==> config.mk <==
export PLATFORM = sky130hd
export DESIGN_NAME = vip_vectored_irq_prioritizer
export DESIGN_NICKNAME = d
export VERILOG_FILES = /design/src/verilog/vip_pkg.sv /design/src/verilog/vip_vectored_irq_prioritizer.sv
export SDC_FILE = /design/constraint.sdc
export NUM_CORES = 2
export LEC_CHECK = 0
export ABC_AREA = 0
export BUFFER_PORTS_ARGS = -buffer_cell sky130_fd_sc_hd__buf_4
export CORE_MARGIN = 2
export CORE_UTILIZATION = 62
export DETAILED_ROUTE_END_ITERATION = 16
export PLACE_DENSITY = 0.83
export SYNTH_ARGS = -nofsm -noshare
export SYNTH_HDL_FRONTEND = slang
export SYNTH_SLANG_ARGS = --single-unit
==> constraint.sdc <==
create_clock -name ref_clk -period 65.5 [get_ports ref_clk]
set_clock_uncertainty 0.1 [all_clocks]
set_input_delay 0 -clock ref_clk [delete_from_list [all_inputs] [get_ports ref_clk]]
set_output_delay 0 -clock ref_clk [all_outputs]
set_load 0.01 [all_outputs]
==> src/verilog/vip_pkg.sv <==
// shared constants and carriers of the vectored interrupt prioritizer
// assumes a word-addressed register port and one 100 MHz clock
package vip_pkg;

  // ----------------------------------------------------------------
  // widths
  // ----------------------------------------------------------------
  localparam int ADDR_W    = 6;   // word index of a register
  localparam int DATA_W    = 32;  // register word
  localparam int MAX_CH    = 32;  // most channels one unit holds
  localparam int IDX_W     = 5;   // channel index
  localparam int FIELD_W   = 6;   // level and register-set fields
  localparam int HANDLER_W = 32;  // handler address
  localparam int BPV_W     = 16;  // bytes-per-vector field

  // ----------------------------------------------------------------
  // register word indices
  // ----------------------------------------------------------------
  localparam logic [ADDR_W-1:0] OFS_CFG_FIRST = 6'h00;
  localparam logic [ADDR_W-1:0] OFS_CFG_LAST  = 6'h1F;
  localparam logic [ADDR_W-1:0] OFS_ENABLE    = 6'h20;
  localparam logic [ADDR_W-1:0] OFS_EN_SET    = 6'h21;
  localparam logic [ADDR_W-1:0] OFS_EN_CLR    = 6'h22;
  localparam logic [ADDR_W-1:0] OFS_PENDING   = 6'h23;
  localparam logic [ADDR_W-1:0] OFS_RAW       = 6'h24;
  localparam logic [ADDR_W-1:0] OFS_SWTRIG    = 6'h25;
  localparam logic [ADDR_W-1:0] OFS_SW_SET    = 6'h26;
  localparam logic [ADDR_W-1:0] OFS_SW_CLR    = 6'h27;
  localparam logic [ADDR_W-1:0] OFS_CTRL      = 6'h28;
  localparam logic [ADDR_W-1:0] OFS_STATUS    = 6'h29;
  localparam logic [ADDR_W-1:0] OFS_VBASE     = 6'h2A;
  localparam logic [ADDR_W-1:0] OFS_VADDR     = 6'h2B;

  // ----------------------------------------------------------------
  // reset values and masks
  // ----------------------------------------------------------------
  localparam logic [DATA_W-1:0] REG_ZERO   = 32'h0000_0000;
  localparam logic [DATA_W-1:0] ALIGN_MASK = 32'hFFFF_FFFC;

  // per-channel configuration word
  typedef struct packed {
    logic [18:0]        reserved;
    logic [FIELD_W-1:0] requestRegisterSet;
    logic               requestNonmaskable;
    logic [FIELD_W-1:0] requestLevel;
  } vip_cfg_t;

  // 45-bit streaming word
  typedef struct packed {
    logic [HANDLER_W-1:0] handlerAddress;
    logic [FIELD_W-1:0]   requestRegisterSet;
    logic                 requestNonmaskable;
    logic [FIELD_W-1:0]   requestLevel;
  } vip_vec_t;

  // arbitration result on its way to vector generation
  typedef struct packed {
    logic             fromChain;
    logic [IDX_W-1:0] idx;
    vip_vec_t         info;
  } vip_cand_t;

endpackage

==> src/verilog/vip_vectored_irq_prioritizer.sv <==
// vectored interrupt prioritizer: enables, software triggers,
// level arbitration, handler address and a chained stream output
// assumes a word-addressed register master of 32 bits, and a chain
// input driven by logic on the same clock
//
// Functional notes
// channel requested by hardware line or software bit
// channel count is a build parameter, max 32
// numerically largest level wins arbitration
// level tie goes to lowest channel index
// level zero means channel never wins
// level field width is a build parameter
// handler is index times spacing plus base
// winner with handler address sent on stream
// chain input arbitrated, forwarded unmodified if winning
// wider incoming chain level truncated to own width
// two cycles conditioning, one cycle vector generation
// arbitration takes one, two or three cycles
// operator puts fastest interrupts nearest processor
// full 32-bit registers, no byte enables
// registers reached through memory-mapped slave port
// absent channel config reads zero, ignores writes
// enable bit n steers channel n
// disabled channel is left out of arbitration
// enable-set writes ones set, reads zero
// enable-clear writes ones clear, reads zero
// pending register shows one bit per channel
// stream always valid, no backpressure, 45 bits
// config word: level, non-maskable bit, register set
// pending holds while enabled and requested
// software bit ORed with line before enable
// nothing pending gives zero level and address
// lines sampled on clock, reset clears configuration
module vip_vectored_irq_prioritizer #(
  parameter int unsigned NUM_CH   = 32,   // implemented channels
  parameter int unsigned LEVEL_W  = 6,    // stored level bits
  parameter bit          CHAIN_EN = 1'b0  // chain input in use
) (
  input  wire logic                         ref_clk,
  input  wire logic                         rst,
  input  wire logic [NUM_CH-1:0]            irqIn,
  input  wire logic [vip_pkg::ADDR_W-1:0]   csrAddress,
  input  wire logic                         csrRead,
  input  wire logic                         csrWrite,
  input  wire logic [vip_pkg::DATA_W-1:0]   csrWriteData,
  output      logic [vip_pkg::DATA_W-1:0]   csrReadData,
  input  wire logic                         chainInValid,
  input  wire vip_pkg::vip_vec_t            chainInData,
  output      logic                         outValid,
  output      vip_pkg::vip_vec_t            outData
);
  import vip_pkg::*;

  // ----------------------------------------------------------------
  // derived constants
  // ----------------------------------------------------------------
  // arbitration depth follows channel count
  localparam int ARB_STAGES = (NUM_CH <= 4)  ? 1 :
                              (NUM_CH <= 16) ? 2 : 3;
  // implemented channels
  localparam logic [MAX_CH-1:0] CH_MASK =
    MAX_CH'((64'h1 << NUM_CH) - 64'h1);
  // stored level bits; wider bits drop away
  localparam logic [FIELD_W-1:0] LEVEL_MASK =
    FIELD_W'((1 << LEVEL_W) - 1);

  // ----------------------------------------------------------------
  // state
  // ----------------------------------------------------------------
  vip_cfg_t          cfgMem [NUM_CH];   // per-channel config
  vip_cfg_t          next_cfgMem [NUM_CH];
  logic [MAX_CH-1:0] channelEnable;     // enable bits
  logic [MAX_CH-1:0] next_channelEnable;
  logic [MAX_CH-1:0] swTrigger;         // software triggers
  logic [MAX_CH-1:0] next_swTrigger;
  logic [BPV_W-1:0]  bytesPerVector;    // vector spacing
  logic [BPV_W-1:0]  next_bytesPerVector;
  logic [DATA_W-1:0] vectorBase;        // table base
  logic [DATA_W-1:0] next_vectorBase;
  logic [NUM_CH-1:0] irqMeta;           // first sync stage
  logic [NUM_CH-1:0] irqSync;           // second sync stage
  vip_cand_t         arbPipe [ARB_STAGES]; // arbitration delay
  vip_cand_t         next_arbPipe [ARB_STAGES];
  vip_vec_t          next_outData;
  logic              outFromChain;      // chain won last vector
  logic              next_outFromChain;
  logic [DATA_W-1:0] next_csrReadData;

  // ----------------------------------------------------------------
  // request conditioning
  // ----------------------------------------------------------------
  logic [MAX_CH-1:0] rawStatus;  // unmasked hardware lines
  logic [MAX_CH-1:0] pending;    // enabled requests
  vip_cand_t         cand;       // arbitration winner

  // raw lines widened to the register word
  always_comb begin
    rawStatus = '0;
    rawStatus[NUM_CH-1:0] = irqSync;
  end

  // line or software bit, then enable; absent channels drop
  assign pending = (rawStatus | swTrigger)
                 & channelEnable & CH_MASK;

  // two-flop sampling of the asynchronous lines
  always_ff @(posedge ref_clk or posedge rst) begin
    if (rst) begin
      irqMeta <= '0;
      irqSync <= '0;
    end else begin
      irqMeta <= irqIn;
      irqSync <= irqMeta;
    end
  end

  // ----------------------------------------------------------------
  // register writes
  // ----------------------------------------------------------------
  // next values of all software-written state
  always_comb begin
    next_cfgMem         = cfgMem;
    next_channelEnable  = channelEnable;
    next_swTrigger      = swTrigger;
    next_bytesPerVector = bytesPerVector;
    next_vectorBase     = vectorBase;
    if (csrWrite) begin
      // configuration words of implemented channels only
      for (int i = 0; i < NUM_CH; i++) begin
        if (csrAddress == ADDR_W'(i)) begin
          next_cfgMem[i] = vip_cfg_t'(csrWriteData);
          next_cfgMem[i].reserved = '0;
          next_cfgMem[i].requestLevel =
            next_cfgMem[i].requestLevel & LEVEL_MASK;
        end
      end
      case (csrAddress)
        OFS_ENABLE: begin
          next_channelEnable = csrWriteData & CH_MASK;
        end
        OFS_EN_SET: begin
          next_channelEnable =
            channelEnable | (csrWriteData & CH_MASK);
        end
        OFS_EN_CLR: begin
          next_channelEnable = channelEnable & ~csrWriteData;
        end
        OFS_SWTRIG: begin
          next_swTrigger = csrWriteData & CH_MASK;
        end
        OFS_SW_SET: begin
          next_swTrigger = swTrigger | (csrWriteData & CH_MASK);
        end
        OFS_SW_CLR: begin
          next_swTrigger = swTrigger & ~csrWriteData;
        end
        OFS_CTRL: begin
          next_bytesPerVector = csrWriteData[BPV_W-1:0];
        end
        OFS_VBASE: begin
          // base is word aligned
          next_vectorBase = csrWriteData & ALIGN_MASK;
        end
        default: begin
          // other words hold no writable state
        end
      endcase
    end
  end

  // registers of the software-written state
  always_ff @(posedge ref_clk or posedge rst) begin
    if (rst) begin
      for (int i = 0; i < NUM_CH; i++) begin
        cfgMem[i] <= '0;
      end
      channelEnable  <= '0;
      swTrigger      <= '0;
      bytesPerVector <= '0;
      vectorBase     <= '0;
    end else begin
      cfgMem         <= next_cfgMem;
      channelEnable  <= next_channelEnable;
      swTrigger      <= next_swTrigger;
      bytesPerVector <= next_bytesPerVector;
      vectorBase     <= next_vectorBase;
    end
  end

  // ----------------------------------------------------------------
  // arbitration
  // ----------------------------------------------------------------
  logic [FIELD_W-1:0] chainLevel; // chain level at own width

  assign chainLevel = chainInData.requestLevel & LEVEL_MASK;

  // strict compare keeps the lowest index on ties
  always_comb begin
    cand = '0;
    for (int i = 0; i < NUM_CH; i++) begin
      if (pending[i] &&
          cfgMem[i].requestLevel > cand.info.requestLevel) begin

        cand.idx = IDX_W'(i);
        cand.info.requestLevel = cfgMem[i].requestLevel;
        cand.info.requestNonmaskable =
          cfgMem[i].requestNonmaskable;
        cand.info.requestRegisterSet =
          cfgMem[i].requestRegisterSet;
      end
    end
    // chain beats local only with a strictly higher level
    if (CHAIN_EN && chainInValid &&
        chainLevel > cand.info.requestLevel) begin
      cand.fromChain = 1'b1;
      cand.idx = '0;
      cand.info = chainInData;
      cand.info.requestLevel = chainLevel;
    end
  end

  // shift the winner through the arbitration delay
  always_comb begin
    next_arbPipe[0] = cand;
    for (int s = 1; s < ARB_STAGES; s++) begin
      next_arbPipe[s] = arbPipe[s-1];
    end
  end

  // arbitration delay registers
  always_ff @(posedge ref_clk or posedge rst) begin
    if (rst) begin
      for (int s = 0; s < ARB_STAGES; s++) begin
        arbPipe[s] <= '0;
      end
    end else begin
      arbPipe <= next_arbPipe;
    end
  end

  // ----------------------------------------------------------------
  // vector generation
  // ----------------------------------------------------------------
  // handler address of the winner, or chain word with its level cut to own width
  always_comb begin
    next_outData = arbPipe[ARB_STAGES-1].info;
    next_outFromChain = arbPipe[ARB_STAGES-1].fromChain;
    if (!arbPipe[ARB_STAGES-1].fromChain) begin
      next_outData.handlerAddress = HANDLER_W'(
        HANDLER_W'(arbPipe[ARB_STAGES-1].idx) *
        HANDLER_W'(bytesPerVector)) + vectorBase;
    end
    if (arbPipe[ARB_STAGES-1].info.requestLevel == '0) begin
      // nothing pending: all fields zero
      next_outData = '0;
      next_outFromChain = 1'b0;
    end
  end

  // output register, one cycle
  always_ff @(posedge ref_clk or posedge rst) begin
    if (rst) begin
      outData      <= '0;
      outFromChain <= 1'b0;
    end else begin
      outData      <= next_outData;
      outFromChain <= next_outFromChain;
    end
  end

  // stream never stalls
  assign outValid = 1'b1;

  // ----------------------------------------------------------------
  // register reads
  // ----------------------------------------------------------------
  // read word chosen by index, unmapped words read zero
  always_comb begin
    next_csrReadData = csrReadData;
    if (csrRead) begin
      next_csrReadData = REG_ZERO;
      if (csrAddress <= OFS_CFG_LAST) begin
        for (int i = 0; i < NUM_CH; i++) begin
          if (csrAddress == OFS_CFG_FIRST + ADDR_W'(i)) begin
            next_csrReadData = DATA_W'(cfgMem[i]);
          end
        end
      end
      case (csrAddress)
        OFS_ENABLE: begin
          next_csrReadData = channelEnable;
        end
        OFS_PENDING: begin
          next_csrReadData = pending;
        end
        OFS_RAW: begin
          next_csrReadData = rawStatus;
        end
        OFS_SWTRIG: begin
          next_csrReadData = swTrigger;
        end
        OFS_CTRL: begin
          next_csrReadData = DATA_W'(bytesPerVector);
        end
        OFS_STATUS: begin
          // current level and whether chain supplied it
          next_csrReadData = DATA_W'({outFromChain,
                                      outData.requestLevel});
        end
        OFS_VBASE: begin
          next_csrReadData = vectorBase;
        end
        OFS_VADDR: begin
          next_csrReadData = outData.handlerAddress;
        end
        default: begin
          // set and clear words read zero here
        end
      endcase
    end
  end

  // read data register, held until the next read
  always_ff @(posedge ref_clk or posedge rst) begin
    if (rst) begin
      csrReadData <= REG_ZERO;
    end else begin
      csrReadData <= next_csrReadData;
    end
  end

endmodule
* Word-level counts from Yosys, hierarchy flattened
Cells that the tools add are included.
Storage, ports and cells: output and inout bits 78, bits in registers 721, logic and storage cells 376
Cells by class: $add $sub $neg 1, reduce and logical (&&, ||, !) cells 72, equality and inequality tests 43, order comparisons 33, multiply operators 1, bitwise logic cells 7, muxes and demuxes 100
Operators by type and width (count):
- 32-bit two-way mux | 32
- 13-bit two-way mux | 33
- 32-bit one-hot mux with 8 select lines | 1
- 32-bit one-hot mux with 3 select lines | 2
- 6-bit greater-than comparator | 31
- 32-bit bitwise AND | 3
- 6-bit by 5-bit equality test with 1-bit output, second input constant | 16
- 32-bit OR | 3
- 5-bit two-way mux | 16
- 6-bit equality test, second input constant | 12
- 2-bit AND reduction | 36
- 6-bit by 4-bit equality test with 1-bit output, second input constant | 8
- 45-bit two-way mux | 1
- 21-bit by 32-bit adder with 32-bit output | 1
- 1-bit logical AND | 32
- 4-bit two-way mux | 8
- 32-bit inverter | 1
- 6-bit by 3-bit equality test with 1-bit output, second input constant | 4
- 5-bit by 16-bit multiplier with 21-bit output | 1
- 6-bit by 2-bit equality test with 1-bit output, second input constant | 2
- 6-bit logical NOT | 2
- 3-bit two-way mux | 4
- 6-bit by 1-bit equality test with 1-bit output, second input constant | 1
- 6-bit by 1-bit greater-than comparator with 1-bit output, second input constant | 1
- other kinds (4) | 6

* Depth between registers and ports, before layout
depth after elaboration 97, gate-level depth with buffers 289, gate-level depth less buffers 260

* Worst setup path before layout
No wires, ideal clock.
path type reg-to-reg, start point reg swTrigger[0], end point reg arbPipe[149] (netlist bit), slack 13838 ps, cell stages (with the launch flop) 267, period minus slack after synthesis 51662 ps, setup time 133 ps, arrival 51429 ps, required time 65267 ps, path buffers 36, cell sequence dfrtp_1 > o21a_1 > and2_1 > inv_1 > ha_1 > and4_1 > a31o_1 > a31oi_4 > clkbuf_1 > nand2_1 > o21ai_0 > inv_1 > ha_1 > and2_1 > mux2i_1 > or4_1 > o311a_1 > buf_6 > (+231 left out) > o21ai_0 > a21oi_1 > nor2_1 > mux2_4 > nand2_2 > mux2_1 > ha_1 > nor2b_1 > o21a_1 > o21a_1 > o21ai_0 > nand2b_1 > a21oi_1 > a311o_1 > inv_1 > a21oi_2 > buf_4 > o211ai_1
RTL lines:
- start: declaration | RTL line vip_vectored_irq_prioritizer.sv:74 | logic [MAX_CH-1:0] swTrigger;
- start signal: assignment | RTL line vip_vectored_irq_prioritizer.sv:184 | swTrigger <= next_swTrigger;
- end signal: assignment | RTL line vip_vectored_irq_prioritizer.sv:237 | arbPipe <= next_arbPipe;
- end: declaration | RTL line vip_vectored_irq_prioritizer.sv:82 | vip_cand_t arbPipe [ARB_STAGES];

==> out/metrics.yaml <==
outcome: "complete, no violations"
yosys.area.top_type: "dfrtp_1"
drt_iter0_drc: 6204
syn_area_sq_um: 45360
fin_crit_ns: 61.65
cp.arrival_ns: 62.01
dieArea_sq_um: 75350
critPathLaunchType: "flip-flop"
ys_seq_area_frac: 0.3977
ys.flop_type: "dfrtp_1"
final_nets: 5004
dieHeight_um: 274.5
critPathMaxFanout: 29
power_leakage_nw: 23.06
synthArstFlopShare: 1.000
hold_depth: 3
globalplace.congestion: 0.9886
antenna_found_initial: 7
place_ws_ns: 1.913
cts_tree: "built"
initial_core_util: 0.6239
reg2reg_depth: 237
grt_setup_unrepaired: "false"
max_freq_ghz: 0.01622
synth-edff-count: 0
cts-buffers-inserted: 79
path_common_cell: "ha_1"
required_ns: 65.86
die_w_um: 274.5
synth_top_cell_area_share: 0.3977
postRouteWirelength_um: 156600
fin_ws_ns: 3.851
wl_per_cell_um: 27.38
yosys_warnings: 0
timing.critical_path.slowest_cell_delay_ns: 0.69
fin_crit_sh: 0.9412
synth-seq-cells: 721
clkTransAtPathRegs_ns: 0.07
coreArea_sq_um: 72710
synthCells: 4614
grt_pass1_vias: 39620
grt_pass1_wl_um: 238000
hp-class: "in2reg"
worstMarginPinSlew_ns: 1.367
syn_to_final_growth_pct: 11.79
cp.depth: 237
rows: 99
ys_types: 116
utilization: 0.6975
io_pins: 198
slowest_stage: "mux2i_1"
setup_viol: 0
path_buf_inv: 21
maxCapViolations: 0
via_count: 40520
cts-htree-levels: 3
synthTopCellsByArea: "dfrtp_1 40%, mux2_2 12%, ha_1 3.6%"
hold_viol_final: 0
grt_usage: 0.4135
final_layout_size_suffix_gt1_frac: 0.2025
dr.pass1.iters: 10
clockRootBuffer: "clkbuf_16"
vdd_drop_max_mv: 0.04630
slew_viol_final: 0
route.detailed.drc: 0
clock_latency_ns: 0.68
fin_tns_setup_ns: 0
grt_start_max_net_pins: 173
slew_headroom: 0.07894
viasPerCell: 7.084
portBuffers: 150
cts_sinks: 721
grt.overflow.total: 0
synth_area_per_cell_sq_um: 9.832
end_kind: "flip-flop"
synth_nets: 4924
clk_path_buf_depth: 3
power_density_nw_per_um2: 50.55
drtAntennaViolNets: 0
dp_hpwl_um: 103200
cp_top_family: "compound AO/OA/AOI/OAI gates"
worst-setup-path-type: "reg2reg"
==> final timing paths <==
path	start	to	slack [ns]
min in group asynchronous	rst	bytesPerVector[9]	0.57
worst min-delay path	csrWriteData[30]	swTrigger[30]	0.02
worst min register to register	arbPipe[113]	arbPipe[62]	0.24
worst max-delay path	swTrigger[0]	arbPipe[149]	3.85
worst max register to register	swTrigger[0]	arbPipe[149]	3.85
max in group asynchronous	rst	cfgMem[354]	62.19
==> state kept, by name, summed over array words and instances (netlist names) <==
name,count
irqMeta,32
channelEnable,32
irqSync,32
swTrigger,32
outData,45
arbPipe,54
vectorBase,30
bytesPerVector,16
cfgMem,416
csrReadData,32
==> cell families (layout without fill, tap and decap cells) <==
family,after synthesis,in the layout,synth area share
buffers and inverters,563,702,0.04796
other,1,6,0.00008266
xor gates and xnor gates,97,97,0.01922
AOI/OAI and AO/OA,1302,1303,0.1997
muxes,638,638,0.1588
and+or+nand+nor,1080,1081,0.1093
adders and majority gates,212,212,0.06719
DFF,721,721,0.3977
==> per-stage QoR <==
| stage | hold WS [ns] | cells | total power (W) | area (sq um) |
|---|---|---|---|---|
| global placement | 0.01029 | 5468 | 0.001971 | 46980 |
| CTS | 0.006377 | 5711 | 0.002491 | 50650 |
| detailed placement | 0.01031 | 5468 | 0.002016 | 46980 |
| floorplan | -0.06857 | 4614 | 0.001667 | 45360 |
| finish | 0.02477 | 5719 | 0.002564 | 50710 |
| global route | 0.006450 | 5715 | 0.002717 | 50700 |
==> cells in the final DEF (no fill, tap or decap), types with 51 or more instances in the layout <==
master / instances
a211oi_1: 67
a21oi_1: 316
a221oi_1: 64
a22oi_1: 118
and2_1: 61
buf_4: 212
clkbuf_16: 79
dfrtp_1: 721
dlygate4sd3_1: 101
fa_1: 60
ha_1: 130
inv_1: 244
mux2_2: 496
mux2i_1: 108
nand2_1: 361
nand3_1: 59
nor2_1: 338
nor2b_1: 51
o21ai_0: 240
xnor2_1: 71
==> cell type report <==
type	instances	area (sq um)
Antenna cell	5	12.51
Clock buffer	112	2261
Clock inverter	30	400.4
Fill cell	5121	22000
Inverter	246	930.9
Multi-Input combinational cell	3332	25250
Sequential cell	721	18040
Tap cell	959	1200
Timing Repair Buffer	314	2623
==> power breakdown <==
part / leakage [nW] / switching, W / internal [W]
sequential: 9.41 / 0.0000905 / 0.000524
clock: 1.29 / 0.000202 / 0.000263
combinational: 12.4 / 0.000893 / 0.000592
==> synth_stat cells (19+ instances only) <==
cell type	n
a211oi_1	67
a22oi_1	118
o211ai_1	46
nand2_1	361
a21oi_1	316
xnor2_1	71
and3_1	25
nor2_1	344
nand3_1	59
nor2b_1	52
o21ai_1	19
o21a_1	26
xor2_1	23
clkbuf_1	254
mux2i_1	108
a21o_1	28
o21ai_0	244
fa_1	60
a221oi_1	64
nand4_1	26
a22o_1	50
buf_1	42
dfrtp_1	721
a222oi_1	24
maj3_1	22
nor3_1	47
and2_1	61
inv_1	245
ha_1	130
mux2_2	496
a31oi_1	50
or3_1	21
==> worst reg2reg max path, delay by kind of cell (launching register included) <==
kind | cells | cell delay, ns
AO/OA/AOI/OAI | 103 | 29.26
AND/OR/NAND/NOR | 59 | 11.28
adder cells (fa/ha/maj) | 32 | 9.79
multiplexers | 21 | 7.30
buffers and inverters | 21 | 3.17
flip-flops | 1 | 0.44
XOR/XNOR | 1 | 0.17
==> repair_timing <==
action / CTS / global route
endpoints found under the setup margin: 0 / 18
gates resized for setup: 0 / 10
setup buffers: 0 / 1
endpoints found under the hold margin: 650 / 0
hold buffers: 101 / 0
==> metal layers <==
metal | vias up | GRT usage | share of wire
li1 | 16990 | - | -
met5 | - | 0 | 0.0010
met3 | 816 | 0.1384 | 0.13
met1 | 19590 | 0.5135 | 0.36
met4 | 4 | 0.2479 | 0.072
met2 | 3121 | 0.6266 | 0.44
Note: power is estimated with default switching activity, not from simulation.
